### src/rtl/fp_cfg_pkg.sv
// Shared constants and types for the floating-point configuration and status registers
package fp_cfg_pkg;

  // Register select codes on the control-register move path
  localparam logic [1:0] SEL_ADDER = 2'h0;
  localparam logic [1:0] SEL_AUX   = 2'h1;
  localparam logic [1:0] SEL_MUL   = 2'h2;

  // Geometry of one register
  localparam int HALF_W    = 16;
  localparam int EVT_W     = 11;
  localparam int ROUND_LSB = 9;

  // Field positions inside one half
  localparam int RECIP_ZERO_BIT  = 10;
  localparam int UNORDERED_BIT   = 9;
  localparam int UNDERFLOW_BIT   = 8;
  localparam int INEXACT_BIT     = 7;
  localparam int OVERFLOW_BIT    = 6;
  localparam int INFINITY_BIT    = 5;
  localparam int INVALID_BIT     = 4;
  localparam int SRC2_DENORM_BIT = 3;
  localparam int SRC1_DENORM_BIT = 2;
  localparam int SRC2_NAN_BIT    = 1;
  localparam int SRC1_NAN_BIT    = 0;

  // Writable bits of a half; bits 15 to 11 stay zero
  localparam logic [15:0] HALF_WR_MASK  = 16'h07FF;
  // Bits a unit may set: rounding half versus auxiliary half
  localparam logic [15:0] FLAG_MASK_RND = 16'h01FF;
  localparam logic [15:0] FLAG_MASK_AUX = 16'h07FF;

  // Reset values
  localparam logic [15:0] HALF_RESET = 16'h0000;
  localparam logic [31:0] RD_RESET   = 32'h0000_0000;

  typedef enum logic [1:0] {
    RND_NEAREST = 2'h0,
    RND_ZERO    = 2'h1,
    RND_POS_INF = 2'h2,
    RND_NEG_INF = 2'h3
  } round_t;

  // One flag report from a functional unit; flags use the half's bit layout
  typedef struct packed {
    logic             fire;
    logic             condTrue;
    logic             addSub;
    logic [EVT_W-1:0] flags;
  } fp_event_t;

endpackage

### src/rtl/fp_half_reg.sv
// One 16-bit half of a configuration and status register
`timescale 1ns/10ps
module fp_half_reg #(
  parameter logic [15:0] WR_MASK = fp_cfg_pkg::HALF_WR_MASK
) (
  // Clock, reset, enable
  input  wire logic        clock,
  input  wire logic        arst_n,
  input  wire logic        ce,
  // Software write
  input  wire logic        wrEn,
  input  wire logic [15:0] wrData,
  // Unit flag reports
  input  wire logic [15:0] setBits,
  // Stored value
  output logic      [15:0] value_reg
);

  logic [15:0] value_next;

  // Unit reports are ORed after the write, so a same-cycle event is never lost
  always_comb begin
    value_next = wrEn ? (wrData & WR_MASK) : value_reg;
    value_next = value_next | (setBits & WR_MASK);
  end

  always_ff @(posedge clock or negedge arst_n) begin
    if (!arst_n) begin
      value_reg <= fp_cfg_pkg::HALF_RESET;
    end else if (ce) begin
      value_reg <= value_next;
    end
  end

endmodule // fp_half_reg

### src/rtl/fp_unit_config_status_regs.sv
// Adder, auxiliary and multiplier floating-point configuration and status registers
`timescale 1ns/10ps
module fp_unit_config_status_regs (
  // Clock, reset, enable
  input  wire logic                          clock,
  input  wire logic                          arst_n,
  input  wire logic                          ce,
  // Control-register move path
  input  wire logic                          wrEn,
  input  wire logic [1:0]                    wrSel,
  input  wire logic [31:0]                   wrData,
  input  wire logic                          rdEn,
  input  wire logic [1:0]                    rdSel,
  output logic      [31:0]                   rdData,
  output logic                               rdValid,
  // Unit flag reports, index 0 is side 1
  input  wire fp_cfg_pkg::fp_event_t [1:0]   adderEvt,
  input  wire fp_cfg_pkg::fp_event_t [1:0]   auxEvt,
  input  wire fp_cfg_pkg::fp_event_t [1:0]   mulEvt,
  // Rounding selects to the units
  output fp_cfg_pkg::round_t [1:0]           adderRound,
  output fp_cfg_pkg::round_t [1:0]           auxAddRound,
  output fp_cfg_pkg::round_t [1:0]           mulRound
);

  logic [2:0][1:0][15:0] halfVal;
  logic [2:0][1:0][15:0] setBits;
  logic [31:0]           rdData_reg;
  logic [31:0]           rdData_next;
  logic                  rdValid_reg;

  // Qualified flags of one report; false-condition reports set nothing
  function automatic logic [15:0] evt_bits(fp_cfg_pkg::fp_event_t e,
                                           logic [15:0] mask);
    logic [15:0] b;
    b = 16'h0000;
    if (e.fire && e.condTrue) begin
      b = {5'h00, e.flags} & mask;
    end
    if (b[fp_cfg_pkg::INVALID_BIT]) begin
      b[fp_cfg_pkg::INEXACT_BIT] = 1'b0;
    end
    return b;
  endfunction

  function automatic logic sel_hit(logic en, logic [1:0] sel, logic [1:0] code);
    return en && (sel == code);
  endfunction

  // Routing of unit reports into register halves
  always_comb begin
    setBits = '0;
    for (int s = 0; s < 2; s++) begin
      setBits[fp_cfg_pkg::SEL_ADDER][s] = evt_bits(adderEvt[s],
                                                   fp_cfg_pkg::FLAG_MASK_RND);
      setBits[fp_cfg_pkg::SEL_MUL][s] = evt_bits(mulEvt[s],
                                                 fp_cfg_pkg::FLAG_MASK_RND);
      if (auxEvt[s].addSub) begin
        setBits[fp_cfg_pkg::SEL_ADDER][s] = setBits[fp_cfg_pkg::SEL_ADDER][s]
          | evt_bits(auxEvt[s], fp_cfg_pkg::FLAG_MASK_RND);
      end else begin
        setBits[fp_cfg_pkg::SEL_AUX][s] = evt_bits(auxEvt[s],
                                                   fp_cfg_pkg::FLAG_MASK_AUX);
      end
    end
  end

  // Denormal and NaN source bits travel in the low flag positions
  // of every report and are stored like the other warnings.
  for (genvar r = 0; r < 3; r++) begin : gReg
    for (genvar s = 0; s < 2; s++) begin : gHalf
      fp_half_reg #(
        .WR_MASK (fp_cfg_pkg::HALF_WR_MASK)
      ) uHalf (
        .clock     (clock),
        .arst_n    (arst_n),
        .ce        (ce),
        .wrEn      (sel_hit(wrEn, wrSel, 2'(r))),
        .wrData    (wrData[s*16 +: 16]),
        .setBits   (setBits[r][s]),
        .value_reg (halfVal[r][s])
      );
    end
  end

  // Rounding selects come straight from the stored fields
  for (genvar s = 0; s < 2; s++) begin : gRound
    assign adderRound[s] = fp_cfg_pkg::round_t'(
      halfVal[fp_cfg_pkg::SEL_ADDER][s][fp_cfg_pkg::ROUND_LSB +: 2]);
    // Auxiliary add and subtract share the adder select, not a field of their own
    assign auxAddRound[s] = fp_cfg_pkg::round_t'(
      halfVal[fp_cfg_pkg::SEL_ADDER][s][fp_cfg_pkg::ROUND_LSB +: 2]);
    assign mulRound[s] = fp_cfg_pkg::round_t'(
      halfVal[fp_cfg_pkg::SEL_MUL][s][fp_cfg_pkg::ROUND_LSB +: 2]);
  end

  // Read path; registered, so a write shows one cycle after its edge
  always_comb begin
    rdData_next = 32'h0000_0000;
    if (rdSel != 2'h3) begin
      rdData_next = {halfVal[rdSel][1], halfVal[rdSel][0]};
    end
  end

  always_ff @(posedge clock or negedge arst_n) begin
    if (!arst_n) begin
      rdData_reg <= fp_cfg_pkg::RD_RESET;
    end else if (ce && rdEn) begin
      rdData_reg <= rdData_next;
    end
  end

  always_ff @(posedge clock or negedge arst_n) begin
    if (!arst_n) begin
      rdValid_reg <= 1'b0;
    end else if (ce) begin
      rdValid_reg <= rdEn;
    end
  end

  assign rdData  = rdData_reg;
  assign rdValid = rdValid_reg;

  logic anyTrueEvt;
  logic anyAdderSet;
  always_comb begin
    anyTrueEvt  = 1'b0;
    anyAdderSet = 1'b0;
    for (int s = 0; s < 2; s++) begin
      anyTrueEvt = anyTrueEvt | (adderEvt[s].fire & adderEvt[s].condTrue)
                 | (auxEvt[s].fire & auxEvt[s].condTrue)
                 | (mulEvt[s].fire & mulEvt[s].condTrue);
      anyAdderSet = anyAdderSet | (adderEvt[s].fire & adderEvt[s].condTrue)
                  | (auxEvt[s].fire & auxEvt[s].condTrue & auxEvt[s].addSub);
    end
  end
endmodule // fp_unit_config_status_regs

### config.mk
export PLATFORM = sky130hd
export DESIGN_NAME = fp_unit_config_status_regs
export DESIGN_NICKNAME = d
export VERILOG_FILES = /design/src/rtl/fp_cfg_pkg.sv /design/src/rtl/fp_half_reg.sv /design/src/rtl/fp_unit_config_status_regs.sv
export SDC_FILE = /design/constraint.sdc
export NUM_CORES = 1
export LEC_CHECK = 0
export BUFFER_PORTS_ARGS = -buffer_cell sky130_fd_sc_hd__buf_4
export CAP_MARGIN = 15
export CORE_MARGIN = 10
export CORE_UTILIZATION = 49
export DETAILED_ROUTE_END_ITERATION = 6
export PLACE_DENSITY = 0.78
export SLEW_MARGIN = 20
export SYNTH_ARGS = -nofsm -noshare
export SYNTH_HDL_FRONTEND = slang
export SYNTH_SLANG_ARGS = --single-unit
### constraint.sdc
create_clock -name clock -period 1 [get_ports clock]
set_input_delay 0 -clock clock [delete_from_list [all_inputs] [get_ports clock]]
set_output_delay 0 -clock clock [all_outputs]
set_load 0.1 [all_outputs]
Word level (Yosys, flattened, before mapping) --
Index checks and enable logic that the tools add are counted.
Cells by class: order comparisons 1, equality and inequality tests 3, reductions and logical operators 11, multiplexer cells 35, bitwise logic cells 8
Operators with widths (count):
- 2-to-1 mux 11 bit | 10
- 2-to-1 mux 16 bit | 6
- binary-select mux 32 bit (select 2 bit) | 1
- 2-to-1 mux 32 bit | 2
- OR 16 x 11 -> 16 bit | 4
- 2-to-1 mux 9 bit | 6
- OR 16 x 9 -> 16 bit | 2
- OR 9 x 11 -> 11 bit | 2
- logical AND 1 bit | 10
- 2-to-1 mux 1 bit | 10
- < comparator 2 x 3 -> 1 bit, second input constant | 1
- == test 2 x 1 -> 1 bit, second input constant | 1
- == test 2 bit, second input constant | 1
- zero test 2 bit | 1
- inequality test 2 bit, second input constant | 1
Word-level totals: logic and storage cells 66, input port bits 125, output and inout bits 45, bits in registers 129

Longest topological paths before layout --
depth in word-level cells 8, mapped depth 5, mapped depth without buffers 3

By module --
From an unflattened synthesis, not the netlist that was laid out.
Unflattened totals: cells, all modules 556, area total of the unflattened synthesis 5716.7 µm²
By module, submodules not included:
- fp_half_reg | instances 6, seq. area each 275.3 µm², cells each 43, area each 534.3 µm²
- fp_unit_config_status_regs | instances 1, seq. area each 825.8 µm², cells each 298, area each 2511.2 µm²

Worst setup path before layout --
Ideal clock, no wire load.
path type register to register, start point register, netlist name rdValid, end point register rdValid_reg, in the netlist rdValid, required time 0.875 ns, arrival time 1.130 ns, library setup time 0.125 ns, slack -0.256 ns, cell stages (with the launch flop) 2, cells stage by stage dfrtp_1 -> mux2_2
RTL lines:
- end signal, assigned | RTL line fp_unit_config_status_regs.sv:117 | rdValid_reg <= rdEn;
- end, declared | RTL line fp_unit_config_status_regs.sv:30 | logic rdValid_reg;

Worst setup path after layout --
start point register gReg[2].gHalf[0].uHalf.value_reg[7], end point register rdData_reg[7], in the netlist rdData[7]
Between the ends: cells in the longest elaborated chain, start to end 3
Ends and longest elaborated chain:
- start, declared | RTL line fp_half_reg.sv:16 | output logic [15:0] value_reg
- start signal, assigned | RTL line fp_half_reg.sv:29 | value_reg <= fp_cfg_pkg::HALF_RESET;
- start signal, assigned | RTL line fp_half_reg.sv:31 | value_reg <= value_next;
- binary-select mux 32 bit (select 2 bit) | RTL line fp_unit_config_status_regs.sv:101 | rdData_next = {halfVal[rdSel][1], halfVal[rdSel][0]};
- 2-to-1 mux 32 bit (implied by the code) | RTL line fp_unit_config_status_regs.sv:101
- 2-to-1 mux 32 bit | RTL line fp_unit_config_status_regs.sv:100 | if (rdSel != 2'h3) begin
- end signal, assigned | RTL line fp_unit_config_status_regs.sv:107 | rdData_reg <= fp_cfg_pkg::RD_RESET;
- end signal, assigned | RTL line fp_unit_config_status_regs.sv:109 | rdData_reg <= rdData_next;
- end, declared | RTL line fp_unit_config_status_regs.sv:28 | logic [31:0] rdData_reg;
Every way passes these cells. The select of a mux whose other input is x is not followed. A chain may end at the register's enable or synchronous reset.

==> out/qor.txt <==
status: finished, violations left
failing checks: negative setup slack
CTS tree: built
Clock Tree Root: clkbuf_8
Yosys cell types: 28
Tot GR Track Use: 25.6%
Post-Synthesis Cell Area: 4500 sq um
Req. time, crit path: 1250 ps
Mean Syn Cell Area: 9.30 sq um
synthesis warning total: 0
Starting Density: 50.9%
DR iter-0 viols: 516
GRT overflow: 0
post-placement setup slack: -126 ps
Routed WL per cell: 22.1 um
CP Max Fanout: 2
CP arrival: 1290 ps
commonest non-fill, non-tap cell in the layout: buf_4
placed cells: 719
setup TNS: -153 ps
fmax: 965 MHz
DIE AREA: 13,400 sq um
H-tree levels: 3
I/O Pins: 170
Setup crit start kind: register
first-pass GRT wire length: 27,200 um
Max Slew Vio Count: 0
routability congestion estimate: 0.875
row count: 34
Leak: 3.40 nW
Yosys top cell area share: 49.5%
Filler Cells Inserted: 490
sequential area share after synthesis: 49.5%
ANT nets after route: 0
Setup crit start: gReg[2].gHalf[0].uHalf.value_reg[7]
final std cells w/o fill: 823
Hold Path Class: primary input to register
CP peak stage delay: 410 ps
hold path start: adderEvt[20]
hold_ws: 10.8 ps
leading area contributor after synthesis: dfrtp_1
PwrDens: 1920 nW/um^2
post-route clock period utilization: 104%
RSZ-0062 raised after global routing: true
final WL: 18,200 um
worst setup margin: -36.4 ps
max reg flops: 66
CP delay by family, top: flip-flops
clk_lat worst skew: 370 ps
share of layout cells above drive strength 1: 35.2%
FF-to-FF Start: gReg[2].gHalf[0].uHalf.value_reg[7]
crit path capture type: register
pin count of the biggest net entering global routing: 90
area taken by flip-flops and latches: 2260 sq um
port bufs: 137
Net count, final: 834
worst clock skew: 12.4 ps
Die W: 116 um
final setup vio count: 12
#FFs+latches synth: 89
Layout area overhead: 62.5%
clk slew on worst S/H paths: 90 ps
buffers and inverters on the worst path: 0
clk sink count: 89
CTS max path bufs: 2
Num CTS Buffers: 9
initial antenna violation count: 0
post-layout min period: 1040 ps
most area-consuming cells after synthesis: dfrtp_1 (49%), nand2_1 (9.5%), mux2i_1 (4.9%)
Worst slew margin: 62.5%
via/cell ratio: 6.09
CP max-delay cell: dfrtp_1
Setup Crit Path Kind: register to register
detailed-route DRC error count: 0
multi-input logic area: 2070 sq um
core area: 8850 sq um
Max VDD drop: 1040 uV
maxcap violations: 0
CP cell instances: mux2i_1 > a2bb2oi_2 > a21oi_1
Final Hold Fails: 0
Syn Inst Count: 484
vias in the first global route: 5,395
most frequent cells in the layout: buf_4 (138), nand2_1 (114), dlygate4sd3_1 (77), dfrtp_1 (62), nor2_1 (37)
Die Y-Extent: 116 um
Tightest Pin Transition: 562 ps
drt pass-1 iters: 5
dpl hpwl: 10,900 um
vias post-DR: 5,011
## cell type report
class | instances | share of cell area (%)
Clock buffer | 12 | 2.26
Clock inverter | 4 | 1.33
Inverter | 2 | 0.103
Timing Repair Buffer | 261 | 35.2
Tap cell | 108 | 1.85
Multi-Input combinational cell | 346 | 28.3
Sequential cell | 89 | 30.9
Antenna cell | 1 | 0.0342
## report_power, final
| group | internal [mW] | total, mW | switching (mW) |
|---|---|---|---|
| sequential | 4.36 | 5.02 | 0.656 |
| combinational | 2.29 | 5.84 | 3.55 |
| clock | 1.87 | 3.22 | 1.35 |
| total | 8.52 | 14.1 | 5.55 |
## logic make-up (layout without fill, tap and decap cells)
| kind of cell | count (synthesis) | in the layout | synth area share (%) |
|---|---|---|---|
| flops | 89 | 89 | 49.5 |
| simple gates | 198 | 198 | 19.5 |
| other cells | 1 | 11 | 0.0833 |
| buf+inv | 58 | 279 | 7.62 |
| compound gates | 111 | 111 | 17.2 |
| mux | 27 | 27 | 6.14 |
## synth_stat cells
cell / number
and3_1: 7
and2_1: 3
nor2_1: 37
a32oi_1: 2
a2111oi_0: 4
a21oi_1: 35
mux2i_1: 22
o22ai_1: 13
conb_1: 1
mux2_2: 5
buf_4: 27
a221o_1: 3
a22o_1: 3
dfrtp_1: 89
nand4bb_1: 1
a2bb2oi_1: 22
buf_1: 3
nand2_1: 114
nand4b_1: 2
nand3_1: 22
nor3b_4: 1
inv_1: 2
nor2b_1: 3
buf_2: 19
clkbuf_1: 7
and4b_1: 6
nor3_1: 2
a22oi_1: 29
## metrics by stage
step                cell area (sq um)  power, mW  util [%]
floorplan                        4560       8.35         -
global placement                 5810       9.54      65.7
detailed placement               5810       9.66      65.7
CTS                              7090       13.5      80.1
global route                     7310       14.5      82.6
finish                           7310       14.1      82.7
## per-layer routing
| layer | global-route usage, % | routed length, um |
|---|---|---|
| met1 | 28.9 | 6390 |
| met2 | 43.7 | 9140 |
| met3 | 5.84 | 1710 |
| met4 | 14.8 | 964 |
| met5 | 0 | 0 |
## final timing paths
path                            slack [ps]                                    to  cells past startpoint
worst min register to register         500   gReg[1].gHalf[1].uHalf.value_reg[4]                      2
worst min-delay path                    10   gReg[0].gHalf[1].uHalf.value_reg[6]                      3
worst max-delay path                   -40                             rdData[7]                      3
min in group asynchronous              220   gReg[2].gHalf[1].uHalf.value_reg[2]                      3
worst max register to register         -40                             rdData[7]                      3
max in group asynchronous              350  gReg[0].gHalf[1].uHalf.value_reg[10]                      3
## timing repair
action | CTS | global route
hold endpoints to repair | 154 | 0
buffers inserted | 1 | 9
gates resized for setup | 61 | 34
hold buffers | 77 | 0
endpoints found under the setup margin | 41 | 43
pin swaps | 2 | 5
## worst register-to-register path, delay by kind of cell, from the launching register on
kind               cells  cell delay, ps
muxes                  1             220
DFF                    1             410
AOI/OAI and AO/OA      2             300
Note: power is estimated with default switching activity, not from simulation.
